===== config.mk =====
export PLATFORM = sky130hd
export DESIGN_NAME = tam_timer
export DESIGN_NICKNAME = d
export VERILOG_FILES = /design/src/logic/tam_pkg.sv /design/src/logic/tam_edge_det.sv /design/src/logic/tam_update_stage.sv /design/src/logic/tam_timer.sv
export SDC_FILE = /design/constraint.sdc
export NUM_CORES = 1
export LEC_CHECK = 0
export BUFFER_PORTS_ARGS = -buffer_cell sky130_fd_sc_hd__buf_2
export CAP_MARGIN = 15
export CORE_ASPECT_RATIO = 1.1
export CORE_MARGIN = 4
export CORE_UTILIZATION = 32
export CTS_BUF_LIST = sky130_fd_sc_hd__clkbuf_8
export CTS_CLUSTER_DIAMETER = 50
export CTS_CLUSTER_SIZE = 20
export DETAILED_ROUTE_END_ITERATION = 6
export GPL_TIMING_DRIVEN = 0
export PLACE_DENSITY_LB_ADDON = 0.05
export SYNTH_ARGS = -nofsm -noshare
export SYNTH_HDL_FRONTEND = slang
export SYNTH_SLANG_ARGS = --single-unit

===== constraint.sdc =====
create_clock -name hclk -period 11.4 [get_ports hclk]
set_clock_uncertainty 0.05 [all_clocks]
set_input_delay 2.28 -clock hclk [delete_from_list [all_inputs] [get_ports hclk]]
set_output_delay 2.28 -clock hclk [all_outputs]
set_load 0.005 [all_outputs]

===== src/logic/tam_pkg.sv =====
// Shared constants for the timer A mode-control block
package tam_pkg;

    // ------------------------------------------------------------
    // Register byte offsets
    // ------------------------------------------------------------
    localparam logic [7:0] A_CFG   = 8'h00;
    localparam logic [7:0] A_MODE  = 8'h04;
    localparam logic [7:0] A_CTL   = 8'h0c;
    localparam logic [7:0] A_ILR   = 8'h28;
    localparam logic [7:0] A_MATCH = 8'h30;
    localparam logic [7:0] A_PR    = 8'h38;
    localparam logic [7:0] A_PMR   = 8'h40;
    localparam logic [7:0] A_CNT   = 8'h48;
    localparam logic [7:0] A_FREE  = 8'h50;
    localparam logic [7:0] A_PS    = 8'h5c;
    localparam logic [7:0] A_DMAEV = 8'h6c;

    // ------------------------------------------------------------
    // Field positions and masks
    // ------------------------------------------------------------
    localparam int B_PLO   = 11;
    localparam int B_MRSU  = 10;
    localparam int B_PWMIE = 9;
    localparam int B_ILD   = 8;
    localparam int B_MIE   = 5;
    localparam int B_CDIR  = 4;
    localparam int B_AMS   = 3;
    localparam int B_CMR   = 2;
    localparam int C_RUN   = 0;
    localparam int C_STALL = 1;
    localparam int C_EVT   = 2;
    localparam int C_OTE   = 5;
    localparam int D_MATCH = 1;
    localparam int D_CAP   = 2;
    localparam logic [11:0] MODE_MASK  = 12'hf3f;
    localparam logic [5:0]  CTL_MASK   = 6'h2f;
    localparam logic [2:0]  DMAEV_MASK = 3'h6;
    localparam logic [31:0] MASK16     = 32'h0000ffff;
    localparam logic [31:0] MASK32     = 32'hffffffff;

    // ------------------------------------------------------------
    // Encodings and reset values
    // ------------------------------------------------------------
    localparam logic [1:0]  TMR_ONESHOT  = 2'h1;
    localparam logic [1:0]  TMR_PERIODIC = 2'h2;
    localparam logic [1:0]  TMR_CAPTURE  = 2'h3;
    localparam logic [2:0]  CFG_32       = 3'h0;
    localparam logic [2:0]  CFG_16       = 3'h4;
    localparam logic [1:0]  EVT_RISE     = 2'h0;
    localparam logic [1:0]  EVT_FALL     = 2'h1;
    localparam logic [1:0]  EVT_BOTH     = 2'h3;
    localparam logic [31:0] RST_WORD     = 32'h00000000;
    localparam int          PR_W         = 8;

endpackage


===== src/logic/tam_edge_det.sv =====
// Rising and falling edge detector for one synchronous level
`timescale 1ns/1ps
module tam_edge_det (
    // Clock and reset
    input  wire logic hclk,
    input  wire logic hresetn,
    // Level in, edges out
    input  wire logic level,
    output logic      rise,
    output logic      fall
);
    typedef struct packed {
        logic prev;
    } tam_edge_t;

    tam_edge_t st;
    tam_edge_t next_st;

    // Remember last level
    always_comb begin
        next_st      = st;
        next_st.prev = level;
    end

    always_ff @(posedge hclk or negedge hresetn) begin
        if (!hresetn) begin
            st <= '0;
        end else begin
            st <= next_st;
        end
    end

    assign rise = level & ~st.prev;
    assign fall = ~level & st.prev;
endmodule


===== src/logic/tam_update_stage.sv =====
// Shadow stage applying a value next cycle, at time-out or at start
`timescale 1ns/1ps
module tam_update_stage #(
    parameter int W = 40
) (
    // Clock and reset
    input  wire logic         hclk,
    input  wire logic         hresetn,
    // Update requests
    input  wire logic         wr,
    input  wire logic [W-1:0] wr_data,
    input  wire logic         defer,
    input  wire logic         timeout,
    input  wire logic         start,
    // Values in force
    output logic [W-1:0]      active,
    output logic [W-1:0]      upcoming,
    output logic              apply
);
    typedef struct packed {
        logic         pend;
        logic [W-1:0] shadow;
        logic [W-1:0] act;
        logic         apply;
    } tam_stage_t;

    tam_stage_t st;
    tam_stage_t next_st;

    if (W < 2) begin : g_bad_width
        $error("tam_update_stage: W must be at least 2");
    end

    // A new write overrides any pending one; time-out commits silently
    // because the counter already reloads from the upcoming value.
    always_comb begin
        next_st       = st;
        next_st.apply = 1'b0;
        if (wr) begin
            next_st.shadow = wr_data;
            if (defer) begin
                next_st.pend = 1'b1;
            end else begin
                next_st.act   = wr_data;
                next_st.pend  = 1'b0;
                next_st.apply = 1'b1;
            end
        end else if (st.pend && timeout) begin
            next_st.act  = st.shadow;
            next_st.pend = 1'b0;
        end else if (st.pend && start) begin
            next_st.act   = st.shadow;
            next_st.pend  = 1'b0;
            next_st.apply = 1'b1;
        end
    end

    always_ff @(posedge hclk or negedge hresetn) begin
        if (!hresetn) begin
            st <= '0;
        end else begin
            st <= next_st;
        end
    end

    assign active   = st.act;
    assign upcoming = st.pend ? st.shadow : st.act;
    assign apply    = st.apply;
endmodule


===== src/logic/tam_timer.sv =====
// Timer A with mode-control register behind an AHB-Lite slave
//
// The implementer's own choice: the AHB-Lite slave port.
`timescale 1ns/1ps
// Function
// - Mode field: 1 one-shot, 2 periodic, 3 capture
// - Mode meaning depends on width configuration (decode here ignores the width)
// - Capture type: 0 edge-count, 1 edge-time
// - Alternate select: 0 capture/compare, 1 PWM
// - Direction bit: 0 down, 1 up from zero
// - PWM always counts down
// - Match enable clear blocks interrupt and DMA
// - Match enable set interrupts on match value
// - Load timing clear: reload next cycle
// - Load timing set: reload at time-out
// - Load timing ignored when counting up
// - Disabled deferred loads apply on enable
// - Match timing: next cycle or time-out
// - Disabled deferred match applies on enable
// - PWM interrupt on selected output edges
// - PWM capture event triggers DMA when enabled
// - Reload drives pin to legacy level
// - Width code 0 is 32-bit, 4 is 16-bit
module tam_timer (
    // Clock and reset
    input  wire logic        hclk,
    input  wire logic        hresetn,
    // AHB-Lite slave
    input  wire logic        hsel,
    input  wire logic [31:0] haddr,
    input  wire logic [1:0]  htrans,
    input  wire logic        hwrite,
    input  wire logic [2:0]  hsize,
    input  wire logic [31:0] hwdata,
    input  wire logic        hready,
    output logic             hreadyout,
    output logic             hresp,
    output logic [31:0]      hrdata,
    // Debug halt request from the core
    input  wire logic        debug_halt,
    // Capture/compare pin
    input  wire logic        ccp_in,
    output logic             ccp_out,
    output logic             ccp_oe,
    // Event pulses
    output logic             match_irq,
    output logic             capture_irq,
    output logic             pwm_irq,
    output logic             timeout_evt,
    output logic             dma_trigger
);
    typedef struct packed {
        logic [2:0]  cfg;
        logic [11:0] mode;
        logic [5:0]  ctl;
        logic [2:0]  dmaev;
        logic [31:0] ilr;
        logic [7:0]  pr;
        logic [31:0] mt;
        logic [7:0]  pmr;
        logic [31:0] cnt;
        logic [7:0]  ps;
        logic [31:0] cap;
        logic        pwm_out;
        logic        run_q;
        logic [7:0]  d_addr;
        logic        d_wr;
        logic        d_rd;
        logic [31:0] rdata;
        logic        match_irq;
        logic        capture_irq;
        logic        pwm_irq;
        logic        timeout;
        logic        dma_trig;
    } tam_state_t;

    tam_state_t st;
    tam_state_t next_st;

    // ------------------------------------------------------------
    // Mode decode
    // ------------------------------------------------------------
    logic [1:0]  tmr;
    logic        is_pwm;
    logic        is_cap;
    logic        is_tmr;
    logic        w16;
    logic        cfg_ok;
    logic        up;
    logic        active;
    logic [31:0] msk;

    assign tmr    = st.mode[1:0];
    // Alternate select picks PWM over compare; mode 0 stays idle
    assign is_pwm = st.mode[tam_pkg::B_AMS] & ~st.mode[tam_pkg::B_CMR]
                  & (tmr == tam_pkg::TMR_ONESHOT | tmr == tam_pkg::TMR_PERIODIC);
    assign is_cap = ~st.mode[tam_pkg::B_AMS] & (tmr == tam_pkg::TMR_CAPTURE);
    assign is_tmr = ~st.mode[tam_pkg::B_AMS]
                  & (tmr == tam_pkg::TMR_ONESHOT | tmr == tam_pkg::TMR_PERIODIC);
    // Reserved width codes keep the counter frozen
    assign w16    = st.cfg == tam_pkg::CFG_16;
    assign cfg_ok = w16 | (st.cfg == tam_pkg::CFG_32);
    assign msk    = w16 ? tam_pkg::MASK16 : tam_pkg::MASK32;
    assign up     = st.mode[tam_pkg::B_CDIR] & ~is_pwm;
    assign active = st.ctl[tam_pkg::C_RUN] & cfg_ok & (is_pwm | is_tmr | is_cap)
                  & ~(st.ctl[tam_pkg::C_STALL] & debug_halt);

    // ------------------------------------------------------------
    // Edge detection on pin input and PWM output
    // ------------------------------------------------------------
    logic ccp_rise;
    logic ccp_fall;
    logic pwm_rise;
    logic pwm_fall;
    logic [1:0] esel;
    logic ccp_evt;
    logic pwm_evt;

    tam_edge_det u_ccp_edge (
        .hclk    (hclk),
        .hresetn (hresetn),
        .level   (ccp_in),
        .rise    (ccp_rise),
        .fall    (ccp_fall)
    );

    tam_edge_det u_pwm_edge (
        .hclk    (hclk),
        .hresetn (hresetn),
        .level   (st.pwm_out),
        .rise    (pwm_rise),
        .fall    (pwm_fall)
    );

    // Event select code 2 is reserved and yields no events
    assign esel    = st.ctl[tam_pkg::C_EVT+1:tam_pkg::C_EVT];
    assign ccp_evt = (esel == tam_pkg::EVT_RISE & ccp_rise) | (esel == tam_pkg::EVT_FALL & ccp_fall)
                   | (esel == tam_pkg::EVT_BOTH & (ccp_rise | ccp_fall));
    assign pwm_evt = (esel == tam_pkg::EVT_RISE & pwm_rise) | (esel == tam_pkg::EVT_FALL & pwm_fall)
                   | (esel == tam_pkg::EVT_BOTH & (pwm_rise | pwm_fall));

    // ------------------------------------------------------------
    // Load and match update stages
    // ------------------------------------------------------------
    logic        ld_wr;
    logic        mt_wr;
    logic        ld_defer;
    logic        tick;
    logic        hit_to;
    logic        start;
    logic [39:0] ld_act;
    logic [39:0] ld_up;
    logic        ld_apply;
    logic [39:0] mt_act;
    logic [39:0] wd_ld;
    logic [39:0] wd_mt;

    assign ld_wr    = st.d_wr & (st.d_addr == tam_pkg::A_ILR | st.d_addr == tam_pkg::A_PR);
    assign mt_wr    = st.d_wr & (st.d_addr == tam_pkg::A_MATCH | st.d_addr == tam_pkg::A_PMR);
    assign wd_ld[39:8] = (st.d_addr == tam_pkg::A_ILR) ? (hwdata & msk) : st.ilr;
    assign wd_ld[7:0]  = (st.d_addr == tam_pkg::A_PR) ? hwdata[7:0] : st.pr;
    assign wd_mt[39:8] = (st.d_addr == tam_pkg::A_MATCH) ? (hwdata & msk) : st.mt;
    assign wd_mt[7:0]  = (st.d_addr == tam_pkg::A_PMR) ? hwdata[7:0] : st.pmr;
    // Load deferral only applies while counting down
    assign ld_defer = st.mode[tam_pkg::B_ILD] & ~up;
    // A pending value lands when software turns the timer on
    assign start    = st.ctl[tam_pkg::C_RUN] & ~st.run_q;

    tam_update_stage #(.W(40)) u_load_stage (
        .hclk     (hclk),
        .hresetn  (hresetn),
        .wr       (ld_wr),
        .wr_data  (wd_ld),
        .defer    (ld_defer),
        .timeout  (hit_to),
        .start    (start),
        .active   (ld_act),
        .upcoming (ld_up),
        .apply    (ld_apply)
    );

    tam_update_stage #(.W(40)) u_match_stage (
        .hclk     (hclk),
        .hresetn  (hresetn),
        .wr       (mt_wr),
        .wr_data  (wd_mt),
        .defer    (st.mode[tam_pkg::B_MRSU]),
        .timeout  (hit_to),
        .start    (start),
        .active   (mt_act),
        .upcoming (),
        .apply    ()
    );

    // ------------------------------------------------------------
    // Count tick and time-out detection
    // ------------------------------------------------------------
    logic cnt_mode;
    logic mt_hit;

    assign cnt_mode = is_cap & ~st.mode[tam_pkg::B_CMR];
    // Edge-count ticks on pin events; others tick every cycle at 32-bit, via the prescaler at 16-bit
    assign tick   = active & (cnt_mode ? ccp_evt : (~w16 | st.ps == 8'h00));
    assign mt_hit = st.cnt == mt_act[39:8];
    assign hit_to = tick & (cnt_mode ? mt_hit
                  : (up ? st.cnt == ld_act[39:8] : st.cnt == tam_pkg::RST_WORD));

    // ------------------------------------------------------------
    // Read mux
    // ------------------------------------------------------------
    logic [31:0] rd_val;

    always_comb begin
        rd_val = tam_pkg::RST_WORD;
        if (st.d_addr == tam_pkg::A_CFG) begin
            rd_val = {29'h0, st.cfg};
        end else if (st.d_addr == tam_pkg::A_MODE) begin
            rd_val = {20'h0, st.mode};
        end else if (st.d_addr == tam_pkg::A_CTL) begin
            rd_val = {26'h0, st.ctl};
        end else if (st.d_addr == tam_pkg::A_ILR) begin
            rd_val = st.ilr;
        end else if (st.d_addr == tam_pkg::A_MATCH) begin
            rd_val = st.mt;
        end else if (st.d_addr == tam_pkg::A_PR) begin
            rd_val = {24'h0, st.pr};
        end else if (st.d_addr == tam_pkg::A_PMR) begin
            rd_val = {24'h0, st.pmr};
        end else if (st.d_addr == tam_pkg::A_CNT) begin
            rd_val = (is_cap & st.mode[tam_pkg::B_CMR]) ? st.cap : st.cnt;
        end else if (st.d_addr == tam_pkg::A_FREE) begin
            rd_val = st.cnt;
        end else if (st.d_addr == tam_pkg::A_PS) begin
            rd_val = {24'h0, st.ps};
        end else if (st.d_addr == tam_pkg::A_DMAEV) begin
            rd_val = {29'h0, st.dmaev};
        end
    end

    // ------------------------------------------------------------
    // Next-state logic: bus, registers, counter, pin and events
    // ------------------------------------------------------------
    logic acc;

    assign acc = hsel & htrans[1] & hready & ~st.d_rd;

    always_comb begin
        next_st             = st;
        next_st.match_irq   = 1'b0;
        next_st.capture_irq = 1'b0;
        next_st.pwm_irq     = 1'b0;
        next_st.timeout     = 1'b0;
        next_st.dma_trig    = 1'b0;
        next_st.run_q       = st.ctl[tam_pkg::C_RUN];
        // Reads take one wait state so a read right after a write sees it
        next_st.d_wr = acc & hwrite;
        next_st.d_rd = acc & ~hwrite;
        if (acc) begin
            next_st.d_addr = haddr[7:0];
        end
        if (st.d_rd) begin
            next_st.rdata = rd_val;
        end
        if (st.d_wr) begin
            if (st.d_addr == tam_pkg::A_CFG) begin
                next_st.cfg = hwdata[2:0];
            end else if (st.d_addr == tam_pkg::A_MODE) begin
                next_st.mode = hwdata[11:0] & tam_pkg::MODE_MASK;
            end else if (st.d_addr == tam_pkg::A_CTL) begin
                next_st.ctl = hwdata[5:0] & tam_pkg::CTL_MASK;
            end else if (st.d_addr == tam_pkg::A_ILR) begin
                next_st.ilr = hwdata & msk;
            end else if (st.d_addr == tam_pkg::A_MATCH) begin
                next_st.mt = hwdata & msk;
            end else if (st.d_addr == tam_pkg::A_PR) begin
                next_st.pr = hwdata[7:0];
            end else if (st.d_addr == tam_pkg::A_PMR) begin
                next_st.pmr = hwdata[7:0];
            end else if (st.d_addr == tam_pkg::A_DMAEV) begin
                next_st.dmaev = hwdata[2:0] & tam_pkg::DMAEV_MASK;
            end
        end
        // Prescaler only runs for split 16-bit timers
        if (active & w16 & ~cnt_mode) begin
            next_st.ps = (st.ps == 8'h00) ? ld_act[7:0] : st.ps - 8'h01;
        end
        // Immediate or start-time load wins over counting
        if (ld_apply) begin
            next_st.cnt = up ? tam_pkg::RST_WORD : ld_act[39:8];
            next_st.ps  = ld_act[7:0];
        end else if (hit_to) begin
            next_st.timeout = 1'b1;
            next_st.cnt     = up ? tam_pkg::RST_WORD : ld_up[39:8];
            next_st.ps      = ld_up[7:0];
            if (cnt_mode) begin
                next_st.capture_irq = 1'b1;
                next_st.dma_trig    = st.dmaev[tam_pkg::D_CAP];
            end
            if ((is_tmr | is_pwm) & tmr == tam_pkg::TMR_ONESHOT) begin
                next_st.ctl[tam_pkg::C_RUN] = 1'b0;
            end
            if (is_pwm) begin
                next_st.pwm_out = st.mode[tam_pkg::B_PLO];
            end
        end else if (tick) begin
            next_st.cnt = (up ? st.cnt + 32'h1 : st.cnt - 32'h1) & msk;
        end
        // A switch to 16-bit width drops stale upper bits even while frozen
        next_st.cnt = next_st.cnt & msk;
        // Compare match: output edge in PWM, event in timer modes
        if (tick & mt_hit & is_pwm & ~hit_to) begin
            next_st.pwm_out = ~st.mode[tam_pkg::B_PLO];
        end
        if (tick & mt_hit & is_tmr & st.mode[tam_pkg::B_MIE]) begin
            next_st.match_irq = 1'b1;
            next_st.dma_trig  = st.dmaev[tam_pkg::D_MATCH];
        end
        // Edge-time capture latches the running count
        if (active & is_cap & st.mode[tam_pkg::B_CMR] & ccp_evt) begin
            next_st.cap         = st.cnt;
            next_st.capture_irq = 1'b1;
            next_st.dma_trig    = st.dmaev[tam_pkg::D_CAP];
        end
        // PWM output edges raise the PWM event and its DMA trigger
        if (is_pwm & st.mode[tam_pkg::B_PWMIE] & pwm_evt) begin
            next_st.pwm_irq  = 1'b1;
            next_st.dma_trig = st.ctl[tam_pkg::C_OTE] & st.dmaev[tam_pkg::D_CAP];
        end
    end

    always_ff @(posedge hclk or negedge hresetn) begin
        if (!hresetn) begin
            st <= '0;
        end else begin
            st <= next_st;
        end
    end

    // ------------------------------------------------------------
    // Outputs
    // ------------------------------------------------------------
    assign hreadyout   = ~st.d_rd;
    assign hresp       = 1'b0;
    assign hrdata      = st.rdata;
    assign ccp_out     = st.pwm_out;
    assign ccp_oe      = is_pwm;
    assign match_irq   = st.match_irq;
    assign capture_irq = st.capture_irq;
    assign pwm_irq     = st.pwm_irq;
    assign timeout_evt = st.timeout;
    assign dma_trigger = st.dma_trig;
endmodule


==> results by stage <==
Timing:
- The final clock period utilization by the worst path is 55.82%.
- The final hold violation count is 0.
- The transition time at the pin with the least slew margin is 1.122 ns.
- The setup-violating endpoint count in the final report is 0.
- The number of pins exceeding their max-slew limit in the final report is 0.
- The setup TNS is 0 ns.
- The shortest period the worst path allows is 6.363 ns.
- Setup repair after global routing left no endpoint under its margin.
- The top achievable clock speed is 0.1572 GHz.
- Measured against its own limit, the worst slew margin works out to 24.95%.

Min path:
- The critical hold path startpoint is hrdata[3]$_DFFE_PN0P_.
- Counting instances, the worst hold path has a depth of 1.
- The path type of the worst min-delay path is reg2reg.
- The capture endpoint of the worst hold path is hrdata[3]$_DFFE_PN0P_.

GRT:
- The wire length of the first global-routing pass is 116300 um.
- The sum of overflow across all layers after global routing is 0.
- Entering global routing, the biggest net connects 112 pins.
- The via count of the first global-routing pass is 16.95k.
- The global-route usage over all layers is 23.20%.
- The initial antenna violation count is 2.

Logic synthesis:
- The number of cells produced by synthesis is 2071.
- After synthesis the cells add up to 20070 sq um.
- In the post-synthesis netlist, the biggest area contributors are dfrtp_1 (46%), a21oi_1 (4.3%), mux2i_1 (4.1%), nand2_1 (3.9%), mux2_2 (3.8%).
- The flop and latch count out of synthesis is 370.
- Synthesis produced a netlist with a net count of 2190.
- The leading register cell type out of synthesis is dfrtp_1.
- Counting instances in the post-synthesis netlist gives the leading cell types as dfrtp_1 (370), nand2_1 (207), nor2_1 (191), a21oi_1 (172), o21ai_0 (133).
- The sequential element share of the synthesized area is 46.13%.
- The portion of synthesized cell area occupied by the leading cell type is 46.13%.
- Summed over all instances, the cell type with the most area after synthesis is dfrtp_1.
- After synthesis, the netlist uses 84 different library cells.
- The Yosys step of the flow raised 0 warnings.
- The cell with the most instances after synthesis is dfrtp_1.
- The async set-reset flop share out of synthesis is 100.0%.
- The per-instance average area after synthesis is 9.692 sq um.
- Yosys mapped a number of flops with a built-in enable equal to 0.

Final layout:
- The relative area change from synthesis to final layout is 13.09%.
- The layout cell share with drive strength beyond 1 is 15.02%.
- The net total in the final layout is 2328.
- Excluding fillers, the count of instances in the completed layout stands at 3078.

Drt:
- The total number of vias is 16.86k.
- After detailed routing, the number of vias per cell comes to 5.478.
- Dividing the detail-routed wire length by the instance count gives 25.47 um.
- The first detailed-routing pass ran for 5 iterations.
- The sum of routed wire length over all layers is 78400 um.
- The first routing iteration left 1294 violations.
- The count of nets left with antenna violations after detail routing is 0.
- The count of unresolved DRC violations after routing is 0.

Placement:
- The final estimated routing congestion in global placement is 0.8770.
- The total instance count after detailed placement is 2995.
- The count of buffers inserted at the top-level ports is 87.
- The placed wire-length estimate is 60760 um.

Floorplanning:
- Pin placement for this block handled 117 I/O pins.
- The full die area is 66800 sq um.
- The area of the core is 62220 sq um.
- The floorplan has 96 rows.
- The horizontal die dimension is 246.8 um.
- Once the floorplan was initialized, standard cells occupied 32.26% of the core.
- The die height is 270.7 um.

Worst setup path:
- The data arrival time of the critical path is 6.83 ns.
- The critical path runs through a total of 19 cells.
- STA classifies the critical path startpoint as a flop.
- The maximum cell stage delay along the critical path is 0.85 ns.
- The critical path goes through inv_1 > ha_1 > or3b_1 > and2_1 > buf_2 > inv_1 > clkbuf_1 > clkbuf_2 > buf_12 > ha_1 > a211o_1 > a211oi_1 > o31a_1 > nand3_1 > a31oi_1 > nor2_1 > a2111oi_0 > and3_1 > nor3_1.
- The element type at the critical path end is a flop.
- The launch point of the worst reg-to-reg path is st[211]$_DFFE_PN0P_.
- The largest fanout on the critical path is 39.
- The category of the most critical setup path is reg2reg.
- The number of buffers and inverters on the critical path is 6.
- The required arrival time at the worst endpoint is 11.87 ns.
- The kind of cell adding the most delay to the critical path is compound AO/OA/AOI/OAI gates.
- Among all stages on the critical path, the largest delay is contributed by a2111oi_0.
- The setup slack on the worst flop-to-flop path is 5.04 ns.
- The worst register-to-register path ends at st[120]$_DFF_PN0_.
- The number of cells on the worst reg-to-reg path is 19.

CTS:
- The clock passes through at most 3 buffers.
- The CTS tree is built.
- For the worst-skew pair, the clock arrives at the later sink with an insertion delay of 0.67 ns.
- In this run, post-CTS repair resized a total of 0 instances.
- The register clock-pin slew on the reported worst setup and hold paths is 0.08 ns.
- The clock net in this run drives a total of 370 sinks.
- Buffers added to address setup during post-CTS repair amount to 0.
- In this run, post-CTS hold repair placed 0 buffers.
- The level count of the clock H-tree is 2.
- The number of buffers created by CTS is 45.
- The root buffer cell is clkbuf_8.

Pwr:
- The total chip power is 4562 uW.
- IR analysis of the VDD net gives a maximum drop of 0.09245 mV.
- In this run the static leakage power is 0.01007 uW.
- The ratio of total power to cell area is 200.9 nW/um^2.

Job:
- The tool flagged a number of max-cap violations equal to 0.

Outcome:
- The run finished with clean final reports.
worst max-delay path by stage:
stage | start | to | slack (ns)
floorplan | st[210]$_DFFE_PN0P_ | st[120]$_DFF_PN0_ | 5.97
global placement | hresetn | u_match_stage.st[75]$_DFFE_PN0P_ | 0.006
detailed placement | st[211]$_DFFE_PN0P_ | st[120]$_DFF_PN0_ | 5.09
CTS | st[211]$_DFFE_PN0P_ | st[120]$_DFF_PN0_ | 5.07
global route | st[211]$_DFFE_PN0P_ | st[120]$_DFF_PN0_ | 4.76
finish | st[211]$_DFFE_PN0P_ | st[120]$_DFF_PN0_ | 5.04
kinds of logic after synthesis:
family                     Yosys count  share of synthesized area (%)
AOI/OAI and AO/OA                  603                          20.68
and+or+nand+nor                    596                          13.67
DFF                                370                          46.13
buffers and inverters              215                          4.818
muxes                              151                          7.954
xor gates and xnor gates            92                          4.014
adders and majority gates           43                          2.718
other                                1                        0.01868
sequential cells by signal (all words and copies together), names as in the netlist, 2 cells and up, named ones only:
register              cells
esel                      2
st                      172
u_match_stage.active     32
u_load_stage.active      40
hrdata                   32
u_match_stage.st         33
u_load_stage.st          41
through the flow:
stage / hold slack, ns / area (sq um) / setup slack [ns] / utilization [%]
after global placement: 0.4134 / 21550 / 0.005982 / 34.64
after global routing: 0.4556 / 22700 / 4.757 / 36.48
after floorplan: 0.3555 / 20070 / 5.965 / -
after detailed placement: 0.4232 / 21670 / 5.091 / 34.83
after CTS: 0.4444 / 22700 / 5.067 / 36.48
final: 0.4401 / 22700 / 5.037 / 36.48
cell type report:
cell class / count / area, sq um
Timing Repair Buffer: 91 / 548.0
Antenna cell: 1 / 2.502
Multi-Input combinational cell: 1486 / 9853
Fill cell: 6425 / 39520
Clock inverter: 34 / 366.6
Sequential cell: 370 / 9259
Inverter: 26 / 97.59
Buffer: 189 / 870.8
Tap cell: 833 / 1042
Clock buffer: 48 / 660.6
cell usage in the layout, fill, tap and decap left out, types with 42 or more instances in the layout:
master      n
mux2_2     68
xnor2_1    48
xor2_1     44
buf_2     103
nor2_1    191
dfrtp_1   370
clkbuf_1  128
clkbuf_8   48
mux2i_1    83
o21ai_0   133
ha_1       42
a21oi_1   172
nand2_1   207
report_power, final:
part	internal, uW	switching, uW	total (uW)
combinational	721	1050	1770
clock	526	582	1110
sequential	1480	202	1680
metal layers:
layer / track usage [%] / share of wire, %
met4: 6.376 / 2.7
met2: 37.93 / 47
met3: 2.676 / 4.2
met1: 32.60 / 46
met5: 0 / 0
worst register-to-register path: stages, from the launching register on:
cell and delay [ns]:
dfrtp_1 0.41, inv_1 0.07, ha_1 0.32, or3b_1 0.50, and2_1 0.25, buf_2 0.23, inv_1 0.27, clkbuf_1 0.47
clkbuf_2 0.32, buf_12 0.24, ha_1 0.32, a211o_1 0.32, a211oi_1 0.28, o31a_1 0.34, nand3_1 0.16, a31oi_1 0.41
nor2_1 0.09, a2111oi_0 0.85, and3_1 0.28, nor3_1 0.05
Power figures use the tool's default switching activity.
